--- config.mk ---
export PLATFORM = sky130hd
export DESIGN_NAME = fbmc_ctrl
export DESIGN_NICKNAME = d
export VERILOG_FILES = /design/src/fbmc_pkg.sv /design/src/fbmc_ctrl.sv /design/src/fbmc_timer.sv
export SDC_FILE = /design/constraint.sdc
export NUM_CORES = 1
export LEC_CHECK = 0
export BUFFER_PORTS_ARGS = -buffer_cell sky130_fd_sc_hd__buf_2
export CORE_ASPECT_RATIO = 0.5
export CORE_MARGIN = 2
export CORE_UTILIZATION = 40
export DETAILED_ROUTE_END_ITERATION = 7
export GPL_ROUTABILITY_DRIVEN = 0
export PLACE_DENSITY = 0.77
export REMOVE_ABC_BUFFERS = 1
export SYNTH_ARGS = -nofsm -noshare
export SYNTH_HDL_FRONTEND = slang
export SYNTH_SLANG_ARGS = --single-unit
--- constraint.sdc ---
create_clock -name clk_in -period 2.8 [get_ports clk_in]
set_input_delay 0.14 -clock clk_in [delete_from_list [all_inputs] [get_ports clk_in]]
set_output_delay 0.14 -clock clk_in [all_outputs]
set_load 0.01 [all_outputs]
--- src/fbmc_pkg.sv ---
// ==========================================================================
// ==========================================================================
package fbmc_pkg;

  // ========================================================================
  // Bus timing, in nanoseconds, and derived cycle counts at 100 MHz.
  // ========================================================================
  localparam int CLK_PERIOD_NS = 10;
  // Access time from select or address to valid data.
  localparam int SELECT_ACCESS_TIME_NS = 70;
  localparam int SELECT_ACCESS_CYC = (SELECT_ACCESS_TIME_NS + CLK_PERIOD_NS - 1) / CLK_PERIOD_NS;
  // Write strobe low width and the recovery high time after it.
  localparam int WRITE_PULSE_NS = 40;
  localparam int WRITE_PULSE_CYC = (WRITE_PULSE_NS + CLK_PERIOD_NS - 1) / CLK_PERIOD_NS;
  localparam int WRITE_RECOVER_NS = 30;
  localparam int WRITE_RECOVER_CYC = (WRITE_RECOVER_NS + CLK_PERIOD_NS - 1) / CLK_PERIOD_NS;
  // Minimum reset pulse width.
  localparam int RESET_PULSE_MIN_NS = 500;
  localparam int RESET_PULSE_MIN_CYC = (RESET_PULSE_MIN_NS + CLK_PERIOD_NS - 1) / CLK_PERIOD_NS;
  // Delay from reset line rising to the first read.
  localparam int READ_AFTER_RESET_DELAY_NS = 200;
  localparam int READ_AFTER_RESET_CYC = (READ_AFTER_RESET_DELAY_NS + CLK_PERIOD_NS - 1) / CLK_PERIOD_NS;
  // Width of the cycle counter that covers all the above.
  localparam int CNT_W = 8;

  // ========================================================================
  // User operation codes.
  // ========================================================================
  localparam logic [2:0] OP_READ = 3'h0;
  localparam logic [2:0] OP_WRITE = 3'h1;
  localparam logic [2:0] OP_RESET = 3'h2;

  // ========================================================================
  // Sequencer states, one-hot.
  // ========================================================================
  typedef enum logic [5:0] {
    ST_RST = 6'h01,
    ST_RECOV = 6'h02,
    ST_IDLE = 6'h04,
    ST_READ = 6'h08,
    ST_WLOW = 6'h10,
    ST_WHIGH = 6'h20
  } fbmc_state_t;

endpackage : fbmc_pkg

--- src/fbmc_ctrl.sv ---
`timescale 1ns/1ps
// ==========================================================================
// Host-side controller for an asynchronous parallel flash.
// The user issues one bus cycle at a time: a read, a write, or a hardware
// reset. Command sequences (fast-program, erase, identification) are
// composed by the user from single writes; this block only times them.
// ==========================================================================
module fbmc_ctrl import fbmc_pkg::*; #(
  parameter int ADDR_W = 20,
  parameter int DATA_W = 16
) (
  // Clock, reset and enable.
  input wire logic clk_in,
  input wire logic resetn_in,
  input wire logic ce_in,
  // User request port.
  input wire logic req_in,
  input wire logic [2:0] op_in,
  input wire logic [ADDR_W-1:0] addr_in,
  input wire logic [DATA_W-1:0] wdata_in,
  input wire logic byte_mode_in,
  output logic ready_out,
  output logic done_out,
  output logic [DATA_W-1:0] rdata_out,
  output logic flash_busy_out,
  // Flash pins.
  output logic [ADDR_W-1:0] fl_addr_out,
  output logic fl_byte_n_out,
  output logic fl_select_n_out,
  output logic fl_gate_n_out,
  output logic fl_write_n_out,
  output logic fl_reset_n_out,
  output logic [DATA_W-1:0] fl_dq_out,
  output logic [DATA_W-1:0] fl_dq_oe_out,
  input wire logic [DATA_W-1:0] fl_dq_in,
  input wire logic fl_ready_busy_n_in
);

  // Widths that the logic assumes; other values are refused at elaboration.
  if (DATA_W != 16 || ADDR_W < 2) begin : g_bad_width
    $error("fbmc_ctrl: DATA_W must be 16 and ADDR_W at least 2");
  end

  // ========================================================================
  // State and decode.
  // ========================================================================
  fbmc_state_t state, next_state;
  logic tmr_load;
  logic [CNT_W-1:0] tmr_value;
  logic tmr_done;
  wire take = ready_out && req_in;
  wire is_read = (op_in == OP_READ);
  wire is_write = (op_in == OP_WRITE);
  // In byte mode only the low byte carries data and the top line is address.
  wire [DATA_W-1:0] dq_drive = byte_mode_in ? {addr_in[0], 7'h00, wdata_in[7:0]} : wdata_in;
  wire [DATA_W-1:0] dq_en_w = byte_mode_in ? 16'h80ff : 16'hffff;
  wire [DATA_W-1:0] dq_en_r = byte_mode_in ? 16'h8000 : 16'h0000;

  // The timer leaves reset loaded with the pulse width, so the boot pulse on
  // the reset line is as long as a requested one and not just one cycle.
  fbmc_timer #(.W(CNT_W), .RESET_COUNT(CNT_W'(RESET_PULSE_MIN_CYC))) u_timer (
    .clk_in(clk_in),
    .resetn_in(resetn_in),
    .ce_in(ce_in),
    .load_in(tmr_load),
    .value_in(tmr_value),
    .done_out(tmr_done)
  );

  // ========================================================================
  // Next state; the timer is loaded on every state change except a return to ST_IDLE.
  // ========================================================================
  always_comb begin
    next_state = state;
    tmr_load = 1'b0;
    tmr_value = '0;
    unique case (state)
      ST_RST: begin
        // Reset line held low for the full minimum pulse.
        if (tmr_done) begin
          next_state = ST_RECOV;
          tmr_load = 1'b1;
          tmr_value = CNT_W'(READ_AFTER_RESET_CYC);
        end
      end
      ST_RECOV: begin
        // Wait the read delay and, after an aborted operation, busy to clear.
        // After a reset, ready returns only from here, so the user knows when a cut operation may be restarted.
        if (tmr_done && fl_ready_busy_n_in) begin
          next_state = ST_IDLE;
        end
      end
      ST_IDLE: begin
        if (take && op_in == OP_RESET) begin
          next_state = ST_RST;
          tmr_load = 1'b1;
          tmr_value = CNT_W'(RESET_PULSE_MIN_CYC);
        end else if (take && is_read) begin
          next_state = ST_READ;
          tmr_load = 1'b1;
          tmr_value = CNT_W'(SELECT_ACCESS_CYC);
        end else if (take && is_write) begin
          next_state = ST_WLOW;
          tmr_load = 1'b1;
          tmr_value = CNT_W'(WRITE_PULSE_CYC);
        end
      end
      ST_READ: begin
        if (tmr_done) begin
          next_state = ST_IDLE;
        end
      end
      ST_WLOW: begin
        if (tmr_done) begin
          next_state = ST_WHIGH;
          tmr_load = 1'b1;
          tmr_value = CNT_W'(WRITE_RECOVER_CYC);
        end
      end
      ST_WHIGH: begin
        // Writes may follow back to back, so a fast-program pair is two requests.
        if (tmr_done) begin
          next_state = ST_IDLE;
        end
      end
      default: begin
        next_state = ST_RST;
        tmr_load = 1'b1;
        tmr_value = CNT_W'(RESET_PULSE_MIN_CYC);
      end
    endcase
  end

  // ========================================================================
  // State register. Reset starts with a device reset pulse so the flash is
  // in array read before the first access.
  // ========================================================================
  always_ff @(posedge clk_in) begin
    if (!resetn_in) begin
      state <= ST_RST;
    end else if (ce_in) begin
      state <= next_state;
    end
  end

  // ========================================================================
  // Pin and user outputs, all registered.
  // ========================================================================
  always_ff @(posedge clk_in) begin
    if (!resetn_in) begin
      fl_reset_n_out <= 1'b0;
      fl_select_n_out <= 1'b1;
      fl_gate_n_out <= 1'b1;
      fl_write_n_out <= 1'b1;
      fl_addr_out <= '0;
      fl_byte_n_out <= 1'b1;
      fl_dq_out <= '0;
      fl_dq_oe_out <= '0;
      ready_out <= 1'b0;
      done_out <= 1'b0;
      rdata_out <= '0;
      flash_busy_out <= 1'b0;
    end else if (ce_in) begin
      done_out <= 1'b0;
      flash_busy_out <= !fl_ready_busy_n_in;
      // An unknown op code leaves the sequencer idle, so ready does not flicker.
      ready_out <= (next_state == ST_IDLE);
      // Reset line low only in the pulse state.
      fl_reset_n_out <= (next_state != ST_RST);
      // Select only once reset has returned high.
      fl_select_n_out <= !(next_state == ST_READ || next_state == ST_WLOW || next_state == ST_WHIGH);
      // Gate low only for reads, never during writes.
      fl_gate_n_out <= (next_state != ST_READ);
      fl_write_n_out <= (next_state != ST_WLOW);
      if (state == ST_IDLE && take && (is_read || is_write)) begin
        fl_addr_out <= addr_in;
        fl_byte_n_out <= !byte_mode_in;
        fl_dq_out <= dq_drive;
        fl_dq_oe_out <= is_write ? dq_en_w : dq_en_r;
      end
      if (state == ST_READ && tmr_done) begin
        // Status and identification reads use this same timing.
        rdata_out <= fl_byte_n_out ? fl_dq_in : {8'h00, fl_dq_in[7:0]};
        done_out <= 1'b1;
        fl_dq_oe_out <= '0;
      end
      if (state == ST_WHIGH && tmr_done) begin
        done_out <= 1'b1;
        fl_dq_oe_out <= '0;
      end
    end
  end

  // ========================================================================
  // Checks.
  // ========================================================================
  property p_write_gate;
    @(posedge clk_in) disable iff (!resetn_in) !fl_write_n_out |-> (fl_gate_n_out && !fl_select_n_out);
  endproperty
  a_write_gate: assert property (p_write_gate) else $error("write with gate low");

  property p_select_after_reset;
    @(posedge clk_in) disable iff (!resetn_in) !fl_select_n_out |-> fl_reset_n_out;
  endproperty
  a_select_after_reset: assert property (p_select_after_reset) else $error("select during reset");

  property p_reset_width;
    @(posedge clk_in) disable iff (!resetn_in) (ce_in && $fell(fl_reset_n_out)) |-> !fl_reset_n_out[*8];
  endproperty
  a_reset_width: assert property (p_reset_width) else $error("reset pulse too short");

  property p_read_wait;
    @(posedge clk_in) disable iff (!resetn_in) (ce_in && $rose(fl_reset_n_out)) |-> fl_select_n_out[*8];
  endproperty
  a_read_wait: assert property (p_read_wait) else $error("access too soon after reset");

  property p_read_gate;
    @(posedge clk_in) disable iff (!resetn_in) !fl_gate_n_out |-> (fl_write_n_out && !fl_select_n_out);
  endproperty
  a_read_gate: assert property (p_read_gate) else $error("bad read strobes");

  property p_byte_top;
    @(posedge clk_in) disable iff (!resetn_in) (!fl_byte_n_out && !fl_select_n_out) |-> fl_dq_oe_out[15];
  endproperty
  a_byte_top: assert property (p_byte_top) else $error("top line not driven in byte mode");

  property p_busy_hold;
    @(posedge clk_in) disable iff (!resetn_in) (state == ST_RECOV && !fl_ready_busy_n_in) |=> state != ST_IDLE;
  endproperty
  a_busy_hold: assert property (p_busy_hold) else $error("left recovery while busy");

  property p_boot_reset;
    @(posedge clk_in) disable iff (!resetn_in) (ce_in && $rose(ready_out)) |-> fl_reset_n_out;
  endproperty
  a_boot_reset: assert property (p_boot_reset) else $error("ready during reset");

endmodule : fbmc_ctrl

--- src/fbmc_timer.sv ---
`timescale 1ns/1ps
// ==========================================================================
// Down counter that times each bus phase.
// ==========================================================================
module fbmc_timer import fbmc_pkg::*; #(
  parameter int W = CNT_W,
  // Count held while in reset, so the first phase after reset is timed too.
  parameter logic [W-1:0] RESET_COUNT = '0
) (
  // Clock, reset and enable.
  input wire logic clk_in,
  input wire logic resetn_in,
  input wire logic ce_in,
  // Load and status.
  input wire logic load_in,
  input wire logic [W-1:0] value_in,
  output logic done_out
);

  // Remaining cycles of the phase under way.
  logic [W-1:0] count;

  // Done is high when the count has run out; loading takes priority.
  always_ff @(posedge clk_in) begin
    if (!resetn_in) begin
      count <= RESET_COUNT;
    end else if (ce_in) begin
      if (load_in) begin
        count <= value_in;
      end else if (count != '0) begin
        count <= count - 1'b1;
      end
    end
  end

  assign done_out = (count == '0);

endmodule : fbmc_timer

==> impl_metrics.env <==
export IMPL_hold_class="input pin to register"
export IMPL_viasPerCell=5.237
export IMPL_min_period_ns=2.415
export IMPL_r2r_cells=5
export IMPL_portBuffers=136
export IMPL_cts_buffers=9
export IMPL_hold_buffers=0
export IMPL_final_common_cell="buf_2"
export IMPL_tns_ns=0
export IMPL_clk_pin_slew_worst_paths_ns=0.06
export IMPL_ant_nets=0
export IMPL_dieArea_mm2=0.009611
export IMPL_hold_end="fl_dq_out[4]"
export IMPL_postCtsSetupBuffers=0
export IMPL_async_reset_ff_frac=0
export IMPL_slew_headroom=0.5513
export IMPL_hold_violations=0
export IMPL_hp_start="wdata_in[4]"
export IMPL_die_h_um=70.33
export IMPL_syn_to_final_growth_pct=27.87
export IMPL_grt_remaining_overflow=0
export IMPL_synth_area_mm2=0.003520
export IMPL_required_ns=2.99
export IMPL_tightestPinTransition_ns=0.6669
export IMPL_crit_path_end_kind="register"
export IMPL_ys_seq_area_frac=0.4380
export IMPL_postCtsResizedCells=0
export IMPL_finalNetCount=612
export IMPL_grt_pass1_wl_um=15080
export IMPL_start_util=0.4084
export IMPL_r2r_setup_slack_ns=0.39
export IMPL_routed_wl_um=9292
export IMPL_mostFrequentLayoutCells="buf_2 (136), nand2_1 (99), dfxtp_1 (77), a21oi_1 (64), nor2_1 (23)"
export IMPL_cts_tree="yes"
export IMPL_pin_count=137
export IMPL_finalSetupViolCount=0
export IMPL_start_kind="register"
export IMPL_die_x_um=136.7
export IMPL_r2r_start="state[4]"
export IMPL_antenna_found_initial=0
export IMPL_synth_edf_count=0
export IMPL_grt_pass1_vias=3166
export IMPL_cp_max_fo=14
export IMPL_drive_above_1_share=0.3135
export IMPL_fin_total_pwr_w=0.002676
export IMPL_vias=3519
export IMPL_grt_max_degree=41
export IMPL_fin_skew_ns=0.004893
export IMPL_min_path_cells=3
export IMPL_groute_usage_overall=0.1963
export IMPL_cts_root_buf="clkbuf_16"
export IMPL_holdWs_ns=0.03496
export IMPL_drtPass1Iterations=5
export IMPL_yosysUniqueCellTypes=64
export IMPL_cts_htree_levels=3
export IMPL_drt_initial_drc_count=335
export IMPL_syn_area_per_cell_um2=7.999
export IMPL_core_area_mm2=0.008618
export IMPL_cts_max_path_buffers=2
export IMPL_path_class="register to register"
export IMPL_worstSkewPairLatency_ns=0.33
export IMPL_clock_sinks=77
export IMPL_antennaDiodeCount=0
export IMPL_cap_violations=0
export IMPL_drc=0
export IMPL_num_rows=24
export IMPL_power_density_mw_per_mm2=594.5
export IMPL_final_core_util=0.5222
export IMPL_yosys_warnings=0
export IMPL_ys_seq_elements=77
export IMPL_power_leakage_nw=1.909
export IMPL_postSynthCellCount=440
export IMPL_hpwl_um=6339
export IMPL_fmax_mhz=414.1
export IMPL_ys_flop_type="dfxtp_1"
export IMPL_r2r_end="u_timer.count[1]"
export IMPL_outcome="finished, final reports clean"
export IMPL_slew_violations=0
export IMPL_rsz0062_at_grt="false"
export IMPL_fin_crit_sh=0.8624
export IMPL_wl_per_cell_um=13.83
export IMPL_ir_drop_v=0.0003835
export IMPL_cp_arrival_ns=2.60
-- through the flow --
stage                     setup WS [ns]  instance area [µm²]  instances
after floorplan                  0.4834                 3262        396
after global placement           0.4867                 4154        656
after detailed placement         0.4523                 4154        656
after CTS                        0.4420                 4501        672
after global routing             0.2022                 4501        672
final                            0.3853                 4501        672
-- where the power goes --
group	internal, W	total [W]	switching (W)
sequential	0.00111	0.00113	0.0000204
clock	0.000875	0.00134	0.000463
combinational	0.0000883	0.000207	0.000119
-- layout make-up --
class	count	area (µm²)
fillers	798	4118
multi-input cells	312	1694
flip-flops and latches	77	1541
repair buffers	143	745.7
clock buffers	9	225.2
well taps	117	146.4
clock inverters	7	121.4
inverters	7	26.28
-- synth_stat cells, drive strengths merged, types with 2 or more instances --
cell type,count,area [µm²]
a211oi,4,35.03
a21oi,64,320.3
a31oi,2,12.51
a32oi,3,26.28
and2,4,25.02
buf,20,167.7
clkbuf,24,90.09
dfxtp,77,1541
inv,7,26.28
mux2i,2,20.02
nand2,99,371.6
nand2b,2,12.51
nand3,22,110.1
nand3b,2,15.01
nand4,2,12.51
nor2,26,118.9
nor2b,6,37.54
nor3,3,15.01
nor3b,2,15.01
nor4,6,50.04
nor4b,2,17.52
o211a,2,20.02
o211ai,4,30.03
o21a,2,15.01
o21ai,13,68.81
o221ai,2,17.52
o311ai,2,17.52
o31ai,3,22.52
o32a,2,21.27
or2,3,18.77
or4,7,57.56
xnor2,2,17.52
-- sequential cells by signal, summed over array words and instances (netlist names), 3 cells and up --
signal	flops
fl_dq_out	16
rdata_out	16
fl_dq_oe_out	3
fl_addr_out	20
state	6
u_timer.count	8
-- per-layer routing --
metal  share of wire  global-route usage  routed length (µm)
met1            0.43              0.2417                3956
met2            0.48              0.3183                4484
met3           0.074             0.06245                 692
met4           0.017             0.07870                 159
met5               0                   0                   0
-- how the worst max path moves through the flow --
stage                        start               end  depth (start not counted)
after floorplan           state[4]    fl_addr_out[0]                          5
after global placement    state[4]     fl_gate_n_out                          5
after detailed placement  state[4]     fl_dq_out[13]                          6
after CTS                 state[4]     fl_dq_out[13]                          6
after global routing      state[4]  u_timer.count[1]                          5
final                     state[4]  u_timer.count[1]                          5
-- critical path: stages, from the launching register on --
cell      delay (ns)
dfxtp_1         0.44
or4b_1          0.69
nor4_1          0.60
o311ai_0        0.24
a21oi_1         0.16
o221ai_1        0.14
-- cell families (layout without fill, tap and decap cells) --
logic type,Yosys count,in the layout,share of synthesized area
fa+ha+maj,1,1,0.003554
xor+xnor,3,3,0.007467
buf+inv,51,166,0.08070
flops,77,77,0.4380
simple gates,190,190,0.2581
mux,2,2,0.005688
compound gates,116,116,0.2065
No activity file was read; power rests on OpenSTA's default activity.
